[src/include/rx_lane_status_pkg.sv]
// constants for the receive lane alignment status block
package rx_lane_status_pkg;
	localparam int          LANES           = 4;
	localparam int          REPEAT_LIMIT    = 4;
	localparam logic [2:0]  REPEAT_MAX      = 3'h4;
	localparam int          MF_CNT_W        = 14;
	localparam logic [13:0] METAFRAME_WORDS = 14'h3FFF;
	localparam logic [31:0] ADDR_IRQ_STATUS = 32'h0000_0000;
	localparam logic [31:0] ADDR_IRQ_ENABLE = 32'h0000_0004;
	localparam logic [31:0] ADDR_IRQ_CLEAR  = 32'h0000_0008;
	localparam logic [31:0] ADDR_CONTROL    = 32'h0000_000C;
	localparam logic [31:0] ADDR_LIVE       = 32'h0000_0010;
	localparam int          IRQ_W           = 4;
	localparam int          IRQ_MISALIGN    = 0;
	localparam int          IRQ_ALIGN_LOSS  = 1;
	localparam int          IRQ_HI_BER      = 2;
	localparam int          IRQ_PATTERN     = 3;
	localparam int          CTL_TEST_PAT    = 0;
	localparam logic [1:0]  RESP_OKAY       = 2'h0;
	localparam logic [1:0]  RESP_DECERR     = 2'h3;
	typedef enum logic [1:0] {ALIGN_IDLE, ALIGN_LOCKED, ALIGN_LOST} align_state_t;
endpackage

[src/verilog/rx_pcs_lane_align_status.sv]
// receive PCS lane alignment and error status with AXI4-Lite register access
//
// The register offsets and register access over AXI4-Lite are this design's own decisions.
`timescale 1ns/1ps
// Behaviour
// - each lane's repeat fault rises after four marker errors in a row and stays until a good marker arrives.
// - each lane's marker word fault pulses one cycle per malformed marker, back to back allowed.
// - misalignment is never flagged until markers were once good on all lanes and then a bad one came.
// - misalignment is a one-cycle pulse one metaframe after the offending marker error.
// - the alignment error level is high on an alignment error or after alignment was lost.
// - each lane has its own one-cycle pulse for a failed BIP8 check.
// - the all-aligned level is high only while every lane is aligned and deskewed.
// - the high error rate flag follows the measured high BER condition.
// - PCS status is high exactly when aligned and no high BER.
// - a 2-bit increment counts valid decoder words seen with the receive decoder in its error state.
// - a qualifier marks when the code-violation increment is valid.
// - an 8-bit mismatch increment carries each valid word's mismatch count, only while test pattern mode is on.
// - a qualifier marks when the mismatch increment is valid.
module rx_pcs_lane_align_status
	import rx_lane_status_pkg::*;
(
	input  wire  logic              clk,                     // core clock
	input  wire  logic              rst_n,                   // async reset, active low
	input  wire  logic [LANES-1:0]  lane_marker_seen,        // marker slot seen per lane
	input  wire  logic [LANES-1:0]  lane_marker_bad,         // marker in slot malformed
	input  wire  logic [LANES-1:0]  lane_bip_bad,            // BIP8 compare failed
	input  wire  logic [LANES-1:0]  lane_deskewed,           // lane deskew done
	input  wire  logic              ber_high_in,             // BER monitor over threshold
	input  wire  logic              decode_err_state,        // decoder in error state
	input  wire  logic              decode_word_valid,       // decoder word this cycle
	input  wire  logic [7:0]        pattern_mismatch_cnt,    // mismatches in this cycle
	input  wire  logic              pattern_word_valid,      // pattern checker word valid
	output logic [LANES-1:0]        lane_marker_repeat_fault,// repeated marker fault level
	output logic [LANES-1:0]        lane_marker_word_fault,  // marker word fault pulse
	output logic                    misaligned_pulse,        // misalignment pulse
	output logic                    align_error,             // alignment error level
	output logic [LANES-1:0]        lane_bip_fault,          // BIP8 fault pulses
	output logic                    lanes_aligned,           // all lanes aligned level
	output logic                    high_error_rate_flag,    // high BER level
	output logic                    pcs_status_ok,           // PCS status level
	output logic [1:0]              bad_code_incr,           // code violation increment
	output logic                    bad_code_incr_valid,     // qualifier for increment
	output logic [7:0]              pattern_err_incr,        // mismatch increment
	output logic                    pattern_err_incr_valid,  // qualifier for mismatch
	output logic                    irq,                     // interrupt level
	input  wire  logic [31:0]       s_axi_awaddr,            // write address
	input  wire  logic              s_axi_awvalid,           // write address valid
	output logic                    s_axi_awready,           // write address ready
	input  wire  logic [31:0]       s_axi_wdata,             // write data
	input  wire  logic [3:0]        s_axi_wstrb,             // write strobes
	input  wire  logic              s_axi_wvalid,            // write data valid
	output logic                    s_axi_wready,            // write data ready
	output logic [1:0]              s_axi_bresp,             // write response
	output logic                    s_axi_bvalid,            // write response valid
	input  wire  logic              s_axi_bready,            // write response ready
	input  wire  logic [31:0]       s_axi_araddr,            // read address
	input  wire  logic              s_axi_arvalid,           // read address valid
	output logic                    s_axi_arready,           // read address ready
	output logic [31:0]             s_axi_rdata,             // read data
	output logic [1:0]              s_axi_rresp,             // read response
	output logic                    s_axi_rvalid,            // read data valid
	input  wire  logic              s_axi_rready             // read data ready
);
	logic [2:0]        repeat_cnt_ff [LANES];
	logic [LANES-1:0]  marker_fault_ff;
	logic [LANES-1:0]  repeat_fault_ff;
	logic [LANES-1:0]  bip_fault_ff;
	logic [LANES-1:0]  lane_good_once_ff;
	align_state_t      align_ff;
	logic              mis_pending_ff;
	logic [MF_CNT_W-1:0] mf_cnt_ff;
	logic              mis_pulse_ff;
	logic              aligned_ff;
	logic              align_err_ff;
	logic              hi_ber_ff;
	logic              status_ff;
	logic [1:0]        bad_code_ff;
	logic              bad_code_v_ff;
	logic [7:0]        pat_err_ff;
	logic              pat_v_ff;
	logic              test_pat_en_ff;
	logic [IRQ_W-1:0]  irq_stat_ff;
	logic [IRQ_W-1:0]  irq_en_ff;
	logic [IRQ_W-1:0]  irq_clr;
	logic [IRQ_W-1:0]  irq_evt;
	logic              aw_got_ff;
	logic              w_got_ff;
	logic [31:0]       awaddr_ff;
	logic [31:0]       wdata_ff;
	logic [3:0]        wstrb_ff;
	logic              bvalid_ff;
	logic [1:0]        bresp_ff;
	logic              rvalid_ff;
	logic [31:0]       rdata_ff;
	logic [1:0]        rresp_ff;
	logic              any_bad;
	logic              all_deskewed;
	logic              wr_fire;

	assign any_bad      = |(lane_marker_seen & lane_marker_bad);
	assign all_deskewed = &lane_deskewed;

	// per-lane marker tracking, lane i on bit i
	for (genvar i = 0; i < LANES; i++) begin : g_lane
		always_ff @(posedge clk or negedge rst_n) begin
			if (!rst_n) begin
				repeat_cnt_ff[i]     <= 3'h0;
				marker_fault_ff[i]   <= 1'b0;
				repeat_fault_ff[i]   <= 1'b0;
				bip_fault_ff[i]      <= 1'b0;
				lane_good_once_ff[i] <= 1'b0;
			end else begin
				marker_fault_ff[i] <= lane_marker_seen[i] & lane_marker_bad[i];
				bip_fault_ff[i]    <= lane_marker_seen[i] & lane_bip_bad[i];
				if (lane_marker_seen[i]) begin
					if (lane_marker_bad[i]) begin
						if (repeat_cnt_ff[i] != REPEAT_MAX)
							repeat_cnt_ff[i] <= repeat_cnt_ff[i] + 3'h1;
						if (repeat_cnt_ff[i] == REPEAT_MAX - 3'h1)
							repeat_fault_ff[i] <= 1'b1;
					end else begin
						repeat_cnt_ff[i]     <= 3'h0;
						repeat_fault_ff[i]   <= 1'b0;
						lane_good_once_ff[i] <= 1'b1;
					end
				end
			end
		end
	end

	// alignment tracking; lost state holds until every lane is deskewed again and no seen marker is bad
	always_ff @(posedge clk or negedge rst_n) begin
		if (!rst_n) begin
			align_ff <= ALIGN_IDLE;
		end else begin
			case (align_ff)
				ALIGN_IDLE:
					if (&lane_good_once_ff && all_deskewed)
						align_ff <= ALIGN_LOCKED;
				ALIGN_LOCKED:
					if (!all_deskewed)
						align_ff <= ALIGN_LOST;
				ALIGN_LOST:
					if (all_deskewed && !any_bad)
						align_ff <= ALIGN_LOCKED;
				default:
					align_ff <= ALIGN_IDLE;
			endcase
		end
	end

	// one metaframe delay; a fresh error while waiting restarts the wait
	always_ff @(posedge clk or negedge rst_n) begin
		if (!rst_n) begin
			mis_pending_ff <= 1'b0;
			mf_cnt_ff      <= '0;
			mis_pulse_ff   <= 1'b0;
		end else begin
			mis_pulse_ff <= 1'b0;
			if (any_bad && (&lane_good_once_ff)) begin
				mis_pending_ff <= 1'b1;
				mf_cnt_ff      <= '0;
			end else if (mis_pending_ff) begin
				if (mf_cnt_ff == METAFRAME_WORDS - 14'h1) begin
					mis_pending_ff <= 1'b0;
					mis_pulse_ff   <= 1'b1;
				end else begin
					mf_cnt_ff <= mf_cnt_ff + 14'h1;
				end
			end
		end
	end

	// level status outputs
	always_ff @(posedge clk or negedge rst_n) begin
		if (!rst_n) begin
			aligned_ff   <= 1'b0;
			align_err_ff <= 1'b0;
			hi_ber_ff    <= 1'b0;
			status_ff    <= 1'b0;
		end else begin
			aligned_ff   <= (align_ff == ALIGN_LOCKED) && all_deskewed;
			align_err_ff <= (align_ff == ALIGN_LOST) || ((align_ff == ALIGN_LOCKED) && !all_deskewed);
			hi_ber_ff    <= ber_high_in;
			status_ff    <= (align_ff == ALIGN_LOCKED) && all_deskewed && !ber_high_in;
		end
	end

	// statistics increments
	always_ff @(posedge clk or negedge rst_n) begin
		if (!rst_n) begin
			bad_code_ff   <= 2'h0;
			bad_code_v_ff <= 1'b0;
			pat_err_ff    <= 8'h00;
			pat_v_ff      <= 1'b0;
		end else begin
			bad_code_ff   <= (decode_word_valid && decode_err_state) ? 2'h1 : 2'h0;
			bad_code_v_ff <= decode_word_valid;
			pat_err_ff    <= (test_pat_en_ff && pattern_word_valid) ? pattern_mismatch_cnt : 8'h00;
			pat_v_ff      <= test_pat_en_ff && pattern_word_valid;
		end
	end

	assign lane_marker_repeat_fault = repeat_fault_ff;
	assign lane_marker_word_fault   = marker_fault_ff;
	assign lane_bip_fault           = bip_fault_ff;
	assign misaligned_pulse         = mis_pulse_ff;
	assign align_error              = align_err_ff;
	assign lanes_aligned            = aligned_ff;
	assign high_error_rate_flag     = hi_ber_ff;
	assign pcs_status_ok            = status_ff;
	assign bad_code_incr            = bad_code_ff;
	assign bad_code_incr_valid      = bad_code_v_ff;
	assign pattern_err_incr         = pat_err_ff;
	assign pattern_err_incr_valid   = pat_v_ff;

	// interrupts: set wins over a clear in the same cycle
	assign irq_evt[IRQ_MISALIGN]   = mis_pulse_ff;
	assign irq_evt[IRQ_ALIGN_LOSS] = align_err_ff;
	assign irq_evt[IRQ_HI_BER]     = hi_ber_ff;
	assign irq_evt[IRQ_PATTERN]    = |pat_err_ff;
	assign wr_fire = aw_got_ff && w_got_ff && !bvalid_ff;
	assign irq_clr = (wr_fire && awaddr_ff == ADDR_IRQ_CLEAR && wstrb_ff[0]) ? wdata_ff[IRQ_W-1:0] : '0;

	always_ff @(posedge clk or negedge rst_n) begin
		if (!rst_n)
			irq_stat_ff <= '0;
		else
			irq_stat_ff <= (irq_stat_ff & ~irq_clr) | irq_evt;
	end
	assign irq = |(irq_stat_ff & irq_en_ff);

	// write channel: address and data taken in either order
	always_ff @(posedge clk or negedge rst_n) begin
		if (!rst_n) begin
			aw_got_ff <= 1'b0;
			w_got_ff  <= 1'b0;
			awaddr_ff <= 32'h0000_0000;
			wdata_ff  <= 32'h0000_0000;
			wstrb_ff  <= 4'h0;
			bvalid_ff <= 1'b0;
			bresp_ff  <= RESP_OKAY;
		end else begin
			if (s_axi_awvalid && s_axi_awready) begin
				aw_got_ff <= 1'b1;
				awaddr_ff <= s_axi_awaddr;
			end
			if (s_axi_wvalid && s_axi_wready) begin
				w_got_ff <= 1'b1;
				wdata_ff <= s_axi_wdata;
				wstrb_ff <= s_axi_wstrb;
			end
			if (wr_fire) begin
				aw_got_ff <= 1'b0;
				w_got_ff  <= 1'b0;
				bvalid_ff <= 1'b1;
				bresp_ff  <= (awaddr_ff == ADDR_IRQ_ENABLE || awaddr_ff == ADDR_IRQ_CLEAR ||
				              awaddr_ff == ADDR_CONTROL) ? RESP_OKAY : RESP_DECERR;
			end else if (bvalid_ff && s_axi_bready) begin
				bvalid_ff <= 1'b0;
			end
		end
	end
	assign s_axi_awready = !aw_got_ff && !bvalid_ff;
	assign s_axi_wready  = !w_got_ff && !bvalid_ff;
	assign s_axi_bvalid  = bvalid_ff;
	assign s_axi_bresp   = bresp_ff;

	// writable registers
	always_ff @(posedge clk or negedge rst_n) begin
		if (!rst_n) begin
			irq_en_ff      <= '0;
			test_pat_en_ff <= 1'b0;
		end else if (wr_fire && wstrb_ff[0]) begin
			if (awaddr_ff == ADDR_IRQ_ENABLE)
				irq_en_ff <= wdata_ff[IRQ_W-1:0];
			if (awaddr_ff == ADDR_CONTROL)
				test_pat_en_ff <= wdata_ff[CTL_TEST_PAT];
		end
	end

	// read channel, one cycle after the address is taken
	always_ff @(posedge clk or negedge rst_n) begin
		if (!rst_n) begin
			rvalid_ff <= 1'b0;
			rdata_ff  <= 32'h0000_0000;
			rresp_ff  <= RESP_OKAY;
		end else if (s_axi_arvalid && s_axi_arready) begin
			rvalid_ff <= 1'b1;
			rresp_ff  <= RESP_OKAY;
			case (s_axi_araddr)
				ADDR_IRQ_STATUS: rdata_ff <= {28'h0000000, irq_stat_ff};
				ADDR_IRQ_ENABLE: rdata_ff <= {28'h0000000, irq_en_ff};
				ADDR_IRQ_CLEAR:  rdata_ff <= 32'h0000_0000;
				ADDR_CONTROL:    rdata_ff <= {31'h00000000, test_pat_en_ff};
				ADDR_LIVE:       rdata_ff <= {20'h00000, repeat_fault_ff, 1'b0, align_err_ff,
				                              status_ff, hi_ber_ff, aligned_ff, 3'h0};
				default: begin
					rdata_ff <= 32'h0000_0000;
					rresp_ff <= RESP_DECERR;
				end
			endcase
		end else if (rvalid_ff && s_axi_rready) begin
			rvalid_ff <= 1'b0;
		end
	end
	assign s_axi_arready = !rvalid_ff;
	assign s_axi_rvalid  = rvalid_ff;
	assign s_axi_rdata   = rdata_ff;
	assign s_axi_rresp   = rresp_ff;

	chk_repeat_after_four: assert property (@(posedge clk) disable iff (!rst_n)
		(lane_marker_seen[0] && lane_marker_bad[0]) [*1] ##0 (repeat_cnt_ff[0] == 3'h3)
		|=> lane_marker_repeat_fault[0]) else $error("repeat fault not raised on fourth error");
	chk_word_fault_pulse: assert property (@(posedge clk) disable iff (!rst_n)
		(lane_marker_seen[1] && lane_marker_bad[1]) |=> lane_marker_word_fault[1])
		else $error("marker word fault missing");
	chk_misalign_needs_lock: assert property (@(posedge clk) disable iff (!rst_n)
		misaligned_pulse |-> (&lane_good_once_ff)) else $error("misalign before any good markers");
	chk_misalign_one_cycle: assert property (@(posedge clk) disable iff (!rst_n)
		(mis_pending_ff && mf_cnt_ff == METAFRAME_WORDS - 14'h1 && !(any_bad && (&lane_good_once_ff)))
		|=> misaligned_pulse ##1 !misaligned_pulse) else $error("misalign pulse timing wrong");
	chk_align_err_level: assert property (@(posedge clk) disable iff (!rst_n)
		(align_ff == ALIGN_LOST) |=> align_error) else $error("alignment error not raised");
	chk_bip_pulse: assert property (@(posedge clk) disable iff (!rst_n)
		$rose(lane_bip_fault[2]) |-> $past(lane_marker_seen[2] && lane_bip_bad[2]))
		else $error("bip fault without cause");
	chk_aligned_needs_lanes: assert property (@(posedge clk) disable iff (!rst_n)
		lanes_aligned |-> $past(all_deskewed)) else $error("aligned while lane not deskewed");
	chk_status_relation: assert property (@(posedge clk) disable iff (!rst_n)
		pcs_status_ok == (lanes_aligned && !high_error_rate_flag)) else $error("status mismatch");
	chk_pattern_gated: assert property (@(posedge clk) disable iff (!rst_n)
		(pattern_err_incr != 8'h00) |-> $past(test_pat_en_ff) && pattern_err_incr_valid)
		else $error("mismatch increment while test mode off");
	chk_bad_code_qual: assert property (@(posedge clk) disable iff (!rst_n)
		(bad_code_incr != 2'h0) |-> bad_code_incr_valid) else $error("increment without qualifier");
endmodule

[config.mk]
export PLATFORM = sky130hd
export DESIGN_NAME = rx_pcs_lane_align_status
export DESIGN_NICKNAME = d
export VERILOG_FILES = /design/src/include/rx_lane_status_pkg.sv /design/src/verilog/rx_pcs_lane_align_status.sv
export SDC_FILE = /design/constraint.sdc
export NUM_CORES = 1
export LEC_CHECK = 0
export BUFFER_PORTS_ARGS = -buffer_cell sky130_fd_sc_hd__buf_4
export CAP_MARGIN = 20
export CORE_MARGIN = 5
export CORE_UTILIZATION = 50
export DETAILED_ROUTE_END_ITERATION = 16
export PLACE_DENSITY = 0.87
export SYNTH_ARGS = -nofsm -noshare
export SYNTH_HDL_FRONTEND = slang
export SYNTH_SLANG_ARGS = --single-unit
[constraint.sdc]
create_clock -name clk -period 4.2 [get_ports clk]
set_clock_uncertainty 0.1 [all_clocks]
set_input_delay 0.21 -clock clk [delete_from_list [all_inputs] [get_ports clk]]
set_output_delay 0.21 -clock clk [all_outputs]
set_load 0.03 [all_outputs]
* Word-level counts from Yosys, hierarchy flattened
Cells that the tools add are included.
** Word-level totals
- Flip-flop bits (word level) :: 147
- Latch bits :: 0
- Bits in writable memories :: 0
- Memory bits (read-only) :: 0
- Output and inout bits :: 71
- Word-level logic and storage cells :: 199
- Memories kept :: 0
** Cells by class
- Add/sub/neg operators :: 5
- $mul :: 0
- Div/mod/pow operators :: 0
- Magnitude comparators :: 0
- Equality and inequality tests :: 30
- Shift operators :: 0
- Muxes and demuxes :: 43
- Bitwise operators :: 17
- Reductions and logical operators :: 59
** Operators with widths (number)
- == test 32 x 4 -> 1 bit (second input constant) :: 4
- == test 32 x 3 -> 1 bit (second input constant) :: 2
- case mux 12 bit (4 select lines) :: 1
- two-way mux 14 bit :: 3
- == test 32 x 5 -> 1 bit (second input constant) :: 1
- zero test 32 bit :: 1
- AND reduction 2 bit :: 15
- two-way mux 3 bit :: 8
- two-way mux 1 bit :: 23
- logical AND 1 bit :: 20
- != test 2 x 1 -> 1 bit (second input constant) :: 8
- adder 14 x 1 -> 14 bit (second input constant) :: 1
- == test 14 bit (second input constant) :: 1
- adder 3 x 1 -> 3 bit (second input constant) :: 4
- bitwise AND 4 bit :: 3
- == test 3 x 2 -> 1 bit (second input constant) :: 4
- != test 3 bit (second input constant) :: 4
- two-way mux 2 bit :: 5
- nonzero test 2 bit :: 5
- bitwise AND 1 bit :: 8
- two-way mux 8 bit :: 1
- != test 2 bit (second input constant) :: 4
- AND reduction 4 bit :: 2
- OR reduction 4 bit :: 2
- other kinds (13) :: 24

* Depth between registers and ports, before layout
Gate-level depths: netlist of the first run.
- Depth after elaboration :: 8
- Mapped depth :: 6
- Mapped depth without buffers :: 6

* Worst setup path before layout of the first run
Ideal clock, no wire load.
- Path kind :: register to register
- Start point :: register bvalid_ff, in the netlist s_axi_bvalid
- End point :: register awaddr_ff[23]
- Arrival :: 2.082 ns
- Setup slack :: 1.894 ns
- Stages on the path, launching flop included :: 6
- Buffers on the path :: 2
- Period minus slack after synthesis :: 2.306 ns
- Cell sequence :: dfrtp_1 -> nor2_1 -> and2_1 -> clkbuf_1 -> clkbuf_1 -> mux2_2
** On the way
- Longest elaborated chain between the ends :: 3
** RTL lines
- start, declared :: RTL line rx_pcs_lane_align_status.sv:91 : logic bvalid_ff;
- start signal, assigned :: RTL line rx_pcs_lane_align_status.sv:241 : bvalid_ff <= 1'b0;
- start signal, assigned :: RTL line rx_pcs_lane_align_status.sv:256 : bvalid_ff <= 1'b1;
- start signal, assigned :: RTL line rx_pcs_lane_align_status.sv:260 : bvalid_ff <= 1'b0;
- zero test 1 bit :: RTL line rx_pcs_lane_align_status.sv:264 : assign s_axi_awready = !aw_got_ff && !bvalid_ff;
- logical AND 1 bit :: RTL line rx_pcs_lane_align_status.sv:264
- named net s_axi_awready :: RTL line rx_pcs_lane_align_status.sv:48 : output logic s_axi_awready,
- logical AND 1 bit :: RTL line rx_pcs_lane_align_status.sv:244 : if (s_axi_awvalid && s_axi_awready) begin
- end signal, assigned :: RTL line rx_pcs_lane_align_status.sv:246 : awaddr_ff <= s_axi_awaddr;
- end, declared :: RTL line rx_pcs_lane_align_status.sv:88 : logic [31:0] awaddr_ff;
The timed path passes the listed nets, and every way through them passes these cells.
A chain may end at the register's enable or synchronous reset.

* Worst setup path after layout of the first run
- Start point :: register awaddr_ff[1]
- End point :: register irq_en_ff[2]
** On the way
- Longest elaborated chain between the ends :: 2
** RTL lines
- == test 32 x 3 -> 1 bit :: RTL line rx_pcs_lane_align_status.sv:275 : if (awaddr_ff == ADDR_IRQ_ENABLE)
- AND reduction 2 bit (no line)
- end signal, assigned :: RTL line rx_pcs_lane_align_status.sv:276 : irq_en_ff <= wdata_ff[IRQ_W-1:0];
- end, declared :: RTL line rx_pcs_lane_align_status.sv:83 : logic [IRQ_W-1:0] irq_en_ff;
No other way between the ends.

==> flow_summary_export.csv, run 1 <==
group,metric,value,unit
timing,period_share,0.600,
clock_network,cts_setup_buffers,0,
global_routing,grt_pass1_vias,5456,
cells_and_area,stdcell_count,881,
clock_network,cts_buffers,17,
synth,syn_area,5560,sq um
critical_path,cp-end-kind,"flop",
critical_path,path_cells,"nor4_1 -> nand4_1 -> nor3_1 -> mux2_2",
synth,synth-seq-area-share,0.558,
routing,wl_per_cell,20.3,um
clock_network,root_buffer,"clkbuf_8",
cells_and_area,fillers,583,
synth,ys_types,46,
floorplan,io-pin-count,206,
clock_network,cts_tree,"yes",
routing,drtAntennaViolNets,0,
critical_path,slowest_stage,"nor3_1",
floorplan,coreArea,10900,sq um
synth,synth_area_per_cell,11.5,sq um
critical_path,crit_arrival,2.83,ns
routing,drtIter0Drc,520,
critical_path,cp_num_buf_inv,0,
clock_network,postCtsHoldBufs,88,
floorplan,die_width,115,um
placement,dp_cells,759,
critical_path,crit_type,"reg2reg",
timing,hold_viol,0,
synth,ys_ff_latch,124,
global_routing,antenna_found_initial,0,
global_routing,grt_overflow,0,
power_and_ir_drop,seqPwrFrac,0.412,
critical_path,crit_family,"simple AND/OR/NAND/NOR gates",
cells_and_area,layout-drive-gt1-share,0.322,
clock_network,htreeDepth,4,
synth,ys.flop_type,"dfrtp_1",
synth,synth_cells,482,
global_routing,grt_pass1_wl,28000,um
synth,synth_largest_area_cell,"dfrtp_1",
routing,finalWirelength,17900,um
floorplan,die_y,115,um
global_routing,grt_max_degree,44,
synth,synth_top_area_share,0.558,
timing,worstMarginPinSlew,0.884,ns
timing,setup_ws,1.68,ns
critical_path,required,4.51,ns
cells_and_area,final_common_cell,"buf_4",
timing,holdWs,0.0303,ns
clock_network,cts_resized,0,
placement,gp_congestion,0.821,
routing,drc,0,
power_and_ir_drop,p_switching,0.00133,W
synth,yosys-top-cells-area,"dfrtp_1 (56%), mux2_2 (8.9%), buf_4 (3.2%)",
routing,drt-pass1-iter-count,5,
power_and_ir_drop,peakVddDrop,291,uV
min_path,min_path_type,"in2reg",
synth,synth-edff-count,0,
cells_and_area,multi_input_area,2180,sq um
clock_network,clockBufferDepth,2,
power_and_ir_drop,combinationalPowerShare,0.260,
power_and_ir_drop,p_per_area,506,nW/um^2
critical_path,cp_max_fo,7,
power_and_ir_drop,pwr-share-clk,0.329,
synth,ys_warn_count,0,
synth,ys_async_sr_fraction,1.00,
job,cap_violations,0,
timing,setup_violations,0,
floorplan,rows,38,
power_and_ir_drop,power.leakage,3.93,nW
cells_and_area,fin_nets,876,
timing,fmax,0.397,GHz
power_and_ir_drop,power.internal,0.00282,W
clock_network,clk_latency,0.54,ns
critical_path,start_kind,"flop",
power_and_ir_drop,netSwitchingFraction,0.320,
routing,avgViaCountPerCell,5.70,
timing,timing.setup.tns,0,ns
timing,max-slew-margin-rel,0.404,
clock_network,clock_sinks,124,
run_status,status,"complete, no violations",
cells_and_area,finish.utilization,0.752,
global_routing,grt_use_total,0.274,
clock_network,cts.clk_slew.worst_paths,0.07,ns
critical_path,max_stage_delay,0.60,ns
floorplan,dieArea,13300,sq um
placement,portBuffers,152,
cells_and_area,synthToLayoutAreaGrowth,47.1,%
floorplan,initial_utilization,0.511,
timing,period_minus_slack,2.52,ns
placement,pre_cts_ws,1.88,ns
timing,slew_viol_final,0,
routing,vias,5018,
cells_and_area,register_area,3100,sq um
placement,hpwl,10100,um
cells_and_area,final_cell_mix,"buf_4 (156), dfrtp_1 (124), dlygate4sd3_1 (88), mux2_2 (44), inv_1 (31)",
timing,rsz0062_at_grt,"no",
per-stage QoR:
step | power (W) | area [sq um]
floorplan | 0.00229 | 5640
global placement | 0.00252 | 6740
detailed placement | 0.00261 | 6740
CTS | 0.00404 | 8170
global route | 0.00431 | 8180
finish | 0.00414 | 8180
state kept, by name, summed over array words and instances, names as in the netlist, 2 cells and up:
name	flops
irq_stat_ff	4
lane_marker_word_fault	4
lane_bip_fault	4
awaddr_ff	32
irq_en_ff	4
s_axi_rdata	11
repeat_cnt_ff	12
wdata_ff	4
pattern_err_incr	8
lane_marker_repeat_fault	4
lane_good_once_ff	4
align_ff	2
mf_cnt_ff	14
power by group through the flow:
stage,logic (W),registers [W],clock network [W]
after floorplan,0.000608,0.00168,0
after global placement,0.000866,0.00165,0
after detailed placement,0.000929,0.00168,0
after CTS,0.00102,0.00167,0.00135
after global routing,0.00116,0.00173,0.00142
final,0.00108,0.00171,0.00136
routing by layer:
| metal | vias up | wire, um | track usage |
|---|---|---|---|
| met2 | 263 | 9800 | 0.506 |
| met1 | 2500 | 6220 | 0.296 |
| met3 | 68 | 1270 | 0.0663 |
| met4 | 0 | 636 | 0.125 |
| li1 | 2187 | - | - |
| met5 | - | 0 | 0 |
cell usage after synthesis (all sizes together), types with 2 or more instances:
| cell type | instances |
|---|---|
| xnor2 | 2 |
| a31oi | 2 |
| a21oi | 20 |
| a22oi | 3 |
| nand2b | 5 |
| nand2 | 23 |
| a41o | 2 |
| dfrtp | 124 |
| inv | 31 |
| ha | 14 |
| o22ai | 3 |
| nand3b | 3 |
| nor4 | 16 |
| a21o | 6 |
| mux2 | 44 |
| mux2i | 3 |
| nor2 | 16 |
| nand4 | 9 |
| nor3 | 8 |
| o21ai | 24 |
| nand3 | 16 |
| and3 | 9 |
| buf | 27 |
| and2 | 9 |
| a32o | 7 |
| or3 | 7 |
| o31ai | 7 |
| o21a | 4 |
| nor2b | 5 |
| or2 | 2 |
| o41ai | 4 |
| a22o | 8 |
| clkbuf | 12 |
layout make-up:
class / instances / share of cell area
Timing Repair Buffer: 244 / 0.251
Inverter: 31 / 0.0142
Clock inverter: 11 / 0.0115
Antenna cell: 1 / 0.000306
Sequential cell: 124 / 0.379
Tap cell: 140 / 0.0214
Clock buffer: 21 / 0.0561
Multi-Input combinational cell: 309 / 0.267
cells by family after synthesis:
group / count (synthesis) / synth area share
flip-flops: 124 / 0.558
multiplexers: 47 / 0.0945
other: 1 / 0.000674
buffers and inverters: 70 / 0.0641
AND/OR/NAND/NOR: 131 / 0.130
XOR/XNOR: 2 / 0.00315
AO/OA/AOI/OAI: 93 / 0.118
adder cells (fa/ha/maj): 14 / 0.0315
worst register-to-register path, stage by stage, from the launching register on:
cell and delay [ns]:
dfrtp_1 0.40, nor4_1 0.49, nand4_1 0.39, nor3_1 0.60, mux2_2 0.41
final timing paths:
| kind | slack (ns) | end | cells after the start | from |
|---|---|---|---|---|
| setup / recovery | 1.68 | irq_en_ff[2] | 4 | awaddr_ff[1] |
| hold / removal | 0.03 | align_ff[1] | 3 | lane_deskewed[0] |
| setup reg to reg | 1.68 | irq_en_ff[2] | 4 | awaddr_ff[1] |
| hold reg to reg | 0.38 | irq_stat_ff[3] | 2 | pattern_err_incr[6] |
| max in group asynchronous | 2.93 | s_axi_rresp[0] | 3 | rst_n |
| min in group asynchronous | 0.10 | awaddr_ff[9] | 2 | rst_n |
Power figures use the tool's default switching activity.
==> inputs of run 2 (changes only) <==
--- a/config.mk
+++ b/config.mk
@@ -8,9 +8,9 @@
 export BUFFER_PORTS_ARGS = -buffer_cell sky130_fd_sc_hd__buf_4
 export CAP_MARGIN = 20
 export CORE_MARGIN = 5
-export CORE_UTILIZATION = 50
+export CORE_UTILIZATION = 45
 export DETAILED_ROUTE_END_ITERATION = 16
-export PLACE_DENSITY = 0.87
+export PLACE_DENSITY = 0.83
 export SYNTH_ARGS = -nofsm -noshare
 export SYNTH_HDL_FRONTEND = slang
 export SYNTH_SLANG_ARGS = --single-unit
==> constraint.sdc (replaced) <==
create_clock -name clk -period 2.3 [get_ports clk]
set_clock_uncertainty 0.1 [all_clocks]
set_input_delay 0.115 -clock clk [delete_from_list [all_inputs] [get_ports clk]]
set_output_delay 0.115 -clock clk [all_outputs]
set_load 0.03 [all_outputs]
==> run 2 against run 1 <==
Net effect: combinational power up 78%; design area up 2.3%; clock-buffer cell count up 2; die area up 10%; cell count up 3.9%; fmax up 18%; highest routed layer unchanged; sequential cell count unchanged; global-route usage down 3.7 points; first-iteration DRC count down 6.9%; non-clock buffer count up 2; wire length down 3.5%.
==> flow_summary_export.csv, run 2 (synthesis results as in run 1) <==
group,metric,value,unit
run_status,status,"complete, no violations",
power_and_ir_drop,pwr-share-clk,0.377,
critical_path,path_cells,"inv_1 -> ha_1 -> nand3_1 -> o41ai_2 -> buf_4 -> or4b_2 -> a21oi_1",
placement,hpwl,10300,um
timing,rsz0062_at_grt,"no",
cells_and_area,fin_area,8380,sq um
clock_network,cts_buffers,17,
critical_path,crit_arrival,2.36,ns
floorplan,rows,40,
min_path,min_path_type,"in2reg",
cells_and_area,largest_reg_flops,32,
power_and_ir_drop,netSwitchingFraction,0.293,
cells_and_area,fin_nets,878,
timing,setup_ws,0.165,ns
clock_network,root_buffer,"clkbuf_16",
cells_and_area,synthToLayoutAreaGrowth,50.6,%
placement,gp_congestion,0.827,
floorplan,die_y,121,um
floorplan,die_width,121,um
power_and_ir_drop,finalPower,0.00807,W
critical_path,cp_num_buf_inv,2,
cells_and_area,layout-drive-gt1-share,0.330,
routing,drt-pass1-iter-count,6,
routing,drtIter0Drc,484,
cells_and_area,final_cell_mix,"buf_4 (161), dfrtp_1 (124), dlygate4sd3_1 (84), mux2_2 (44), inv_1 (31)",
clock_network,cts_tree,"yes",
global_routing,grt_max_degree,55,
clock_network,cts.clk_slew.worst_paths,0.06,ns
power_and_ir_drop,power.internal,0.00571,W
floorplan,initial_utilization,0.461,
power_and_ir_drop,power.leakage,4.00,nW
floorplan,coreArea,12100,sq um
power_and_ir_drop,p_switching,0.00237,W
critical_path,crit_family,"simple AND/OR/NAND/NOR gates",
clock_network,clock_sinks,124,
critical_path,cp-end-kind,"flop",
timing,worstMarginPinSlew,0.771,ns
routing,wl_per_cell,18.9,um
timing,slew_viol_final,0,
routing,drc,0,
global_routing,grt_overflow,0,
job,cap_violations,0,
clock_network,clockBufferDepth,2,
critical_path,start_kind,"flop",
placement,dp_cells,790,
floorplan,io-pin-count,206,
timing,max-slew-margin-rel,0.483,
global_routing,grt_pass1_wl,26900,um
cells_and_area,largestRegisters,"awaddr_ff x32, mf_cnt_ff x14, repeat_cnt_ff x12",
cells_and_area,regMostFlops,"awaddr_ff",
power_and_ir_drop,combinationalPowerShare,0.238,
power_and_ir_drop,peakVddDrop,562,uV
clock_network,cts_resized,0,
routing,drtAntennaViolNets,0,
floorplan,dieArea,14700,sq um
critical_path,crit_type,"reg2reg",
clock_network,htreeDepth,4,
global_routing,grt_use_total,0.237,
cells_and_area,final_common_cell,"buf_4",
timing,timing.setup.tns,0,ns
placement,placed_area,6810,sq um
routing,avgViaCountPerCell,5.37,
global_routing,grt_pass1_vias,5248,
timing,hold_viol,0,
routing,vias,4915,
global_routing,antenna_found_initial,2,
critical_path,max_stage_delay,0.63,ns
timing,setup_violations,0,
cells_and_area,stdcell_count,915,
critical_path,slowest_stage,"or4b_2",
routing,finalWirelength,17300,um
critical_path,required,2.53,ns
placement,pre_cts_ws,0.204,ns
timing,period_minus_slack,2.14,ns
timing,fmax,0.468,GHz
cells_and_area,fillers,776,
power_and_ir_drop,seqPwrFrac,0.385,
clock_network,clk_latency,0.41,ns
placement,portBuffers,152,
critical_path,cp_max_fo,10,
timing,period_share,0.928,
power_and_ir_drop,p_per_area,964,nW/um^2
## run 2: worst paths after layout
path / start / end / slack [ns] / cells past startpoint
hold / removal: lane_deskewed[2] / pcs_status_ok / 0.003 / 3
min in group asynchronous: rst_n / bad_code_incr_valid / 0.14 / 2
hold reg to reg: lane_good_once_ff[2] / lane_good_once_ff[2] / 0.38 / 1
max in group asynchronous: rst_n / mf_cnt_ff[8] / 1.17 / 3
setup reg to reg: mf_cnt_ff[0] / mf_cnt_ff[11] / 0.16 / 7
setup / recovery: mf_cnt_ff[0] / mf_cnt_ff[11] / 0.16 / 7
## run 2: repair_timing
item | in CTS | in global routing
hold buffers | 84 | 0
setup buffers | 0 | 4
endpoints found under the hold margin | 121 | 0
endpoints found under the setup margin | 0 | 5
## run 2: layout make-up
| cell class | count | area (sq um) | area share |
|---|---|---|---|
| flip-flops and latches | 124 | 3100 | 0.370 |
| multi-input cells | 309 | 2180 | 0.261 |
| repair buffers | 246 | 2070 | 0.247 |
| clock buffers | 23 | 498 | 0.0595 |
| well taps | 168 | 210 | 0.0251 |
| clock inverters | 9 | 181 | 0.0217 |
| inverters | 31 | 116 | 0.0139 |
| diodes | 5 | 12.5 | 0.00149 |
## run 2: per-layer routing
metal	global-route usage	wire, um
met5	0	0
met4	0.116	554
met2	0.463	9860
met1	0.233	5910
met3	0.0517	962
## run 2: power by group through the flow
stage,clock [W],sequential [W],combinational [W]
after floorplan,0,0.00307,0.00111
after global placement,0,0.00303,0.00159
after detailed placement,0,0.00308,0.00170
after CTS,0.00304,0.00306,0.00186
after global routing,0.00316,0.00316,0.00208
final,0.00304,0.00311,0.00192
## run 2: through the flow
step,utilization,hold slack (ns)
final,0.694,0.00336
after detailed placement,0.565,0.0299
after global routing,0.694,0.0463
after CTS,0.691,0.000853
after global placement,0.565,0.0137
after floorplan,-,-0.281
## run 2: tightest hold or removal path, delay by kind of cell
kind | cells | cell delay [ns]
buf+inv | 1 | 0.11
simple gates | 2 | 0.26
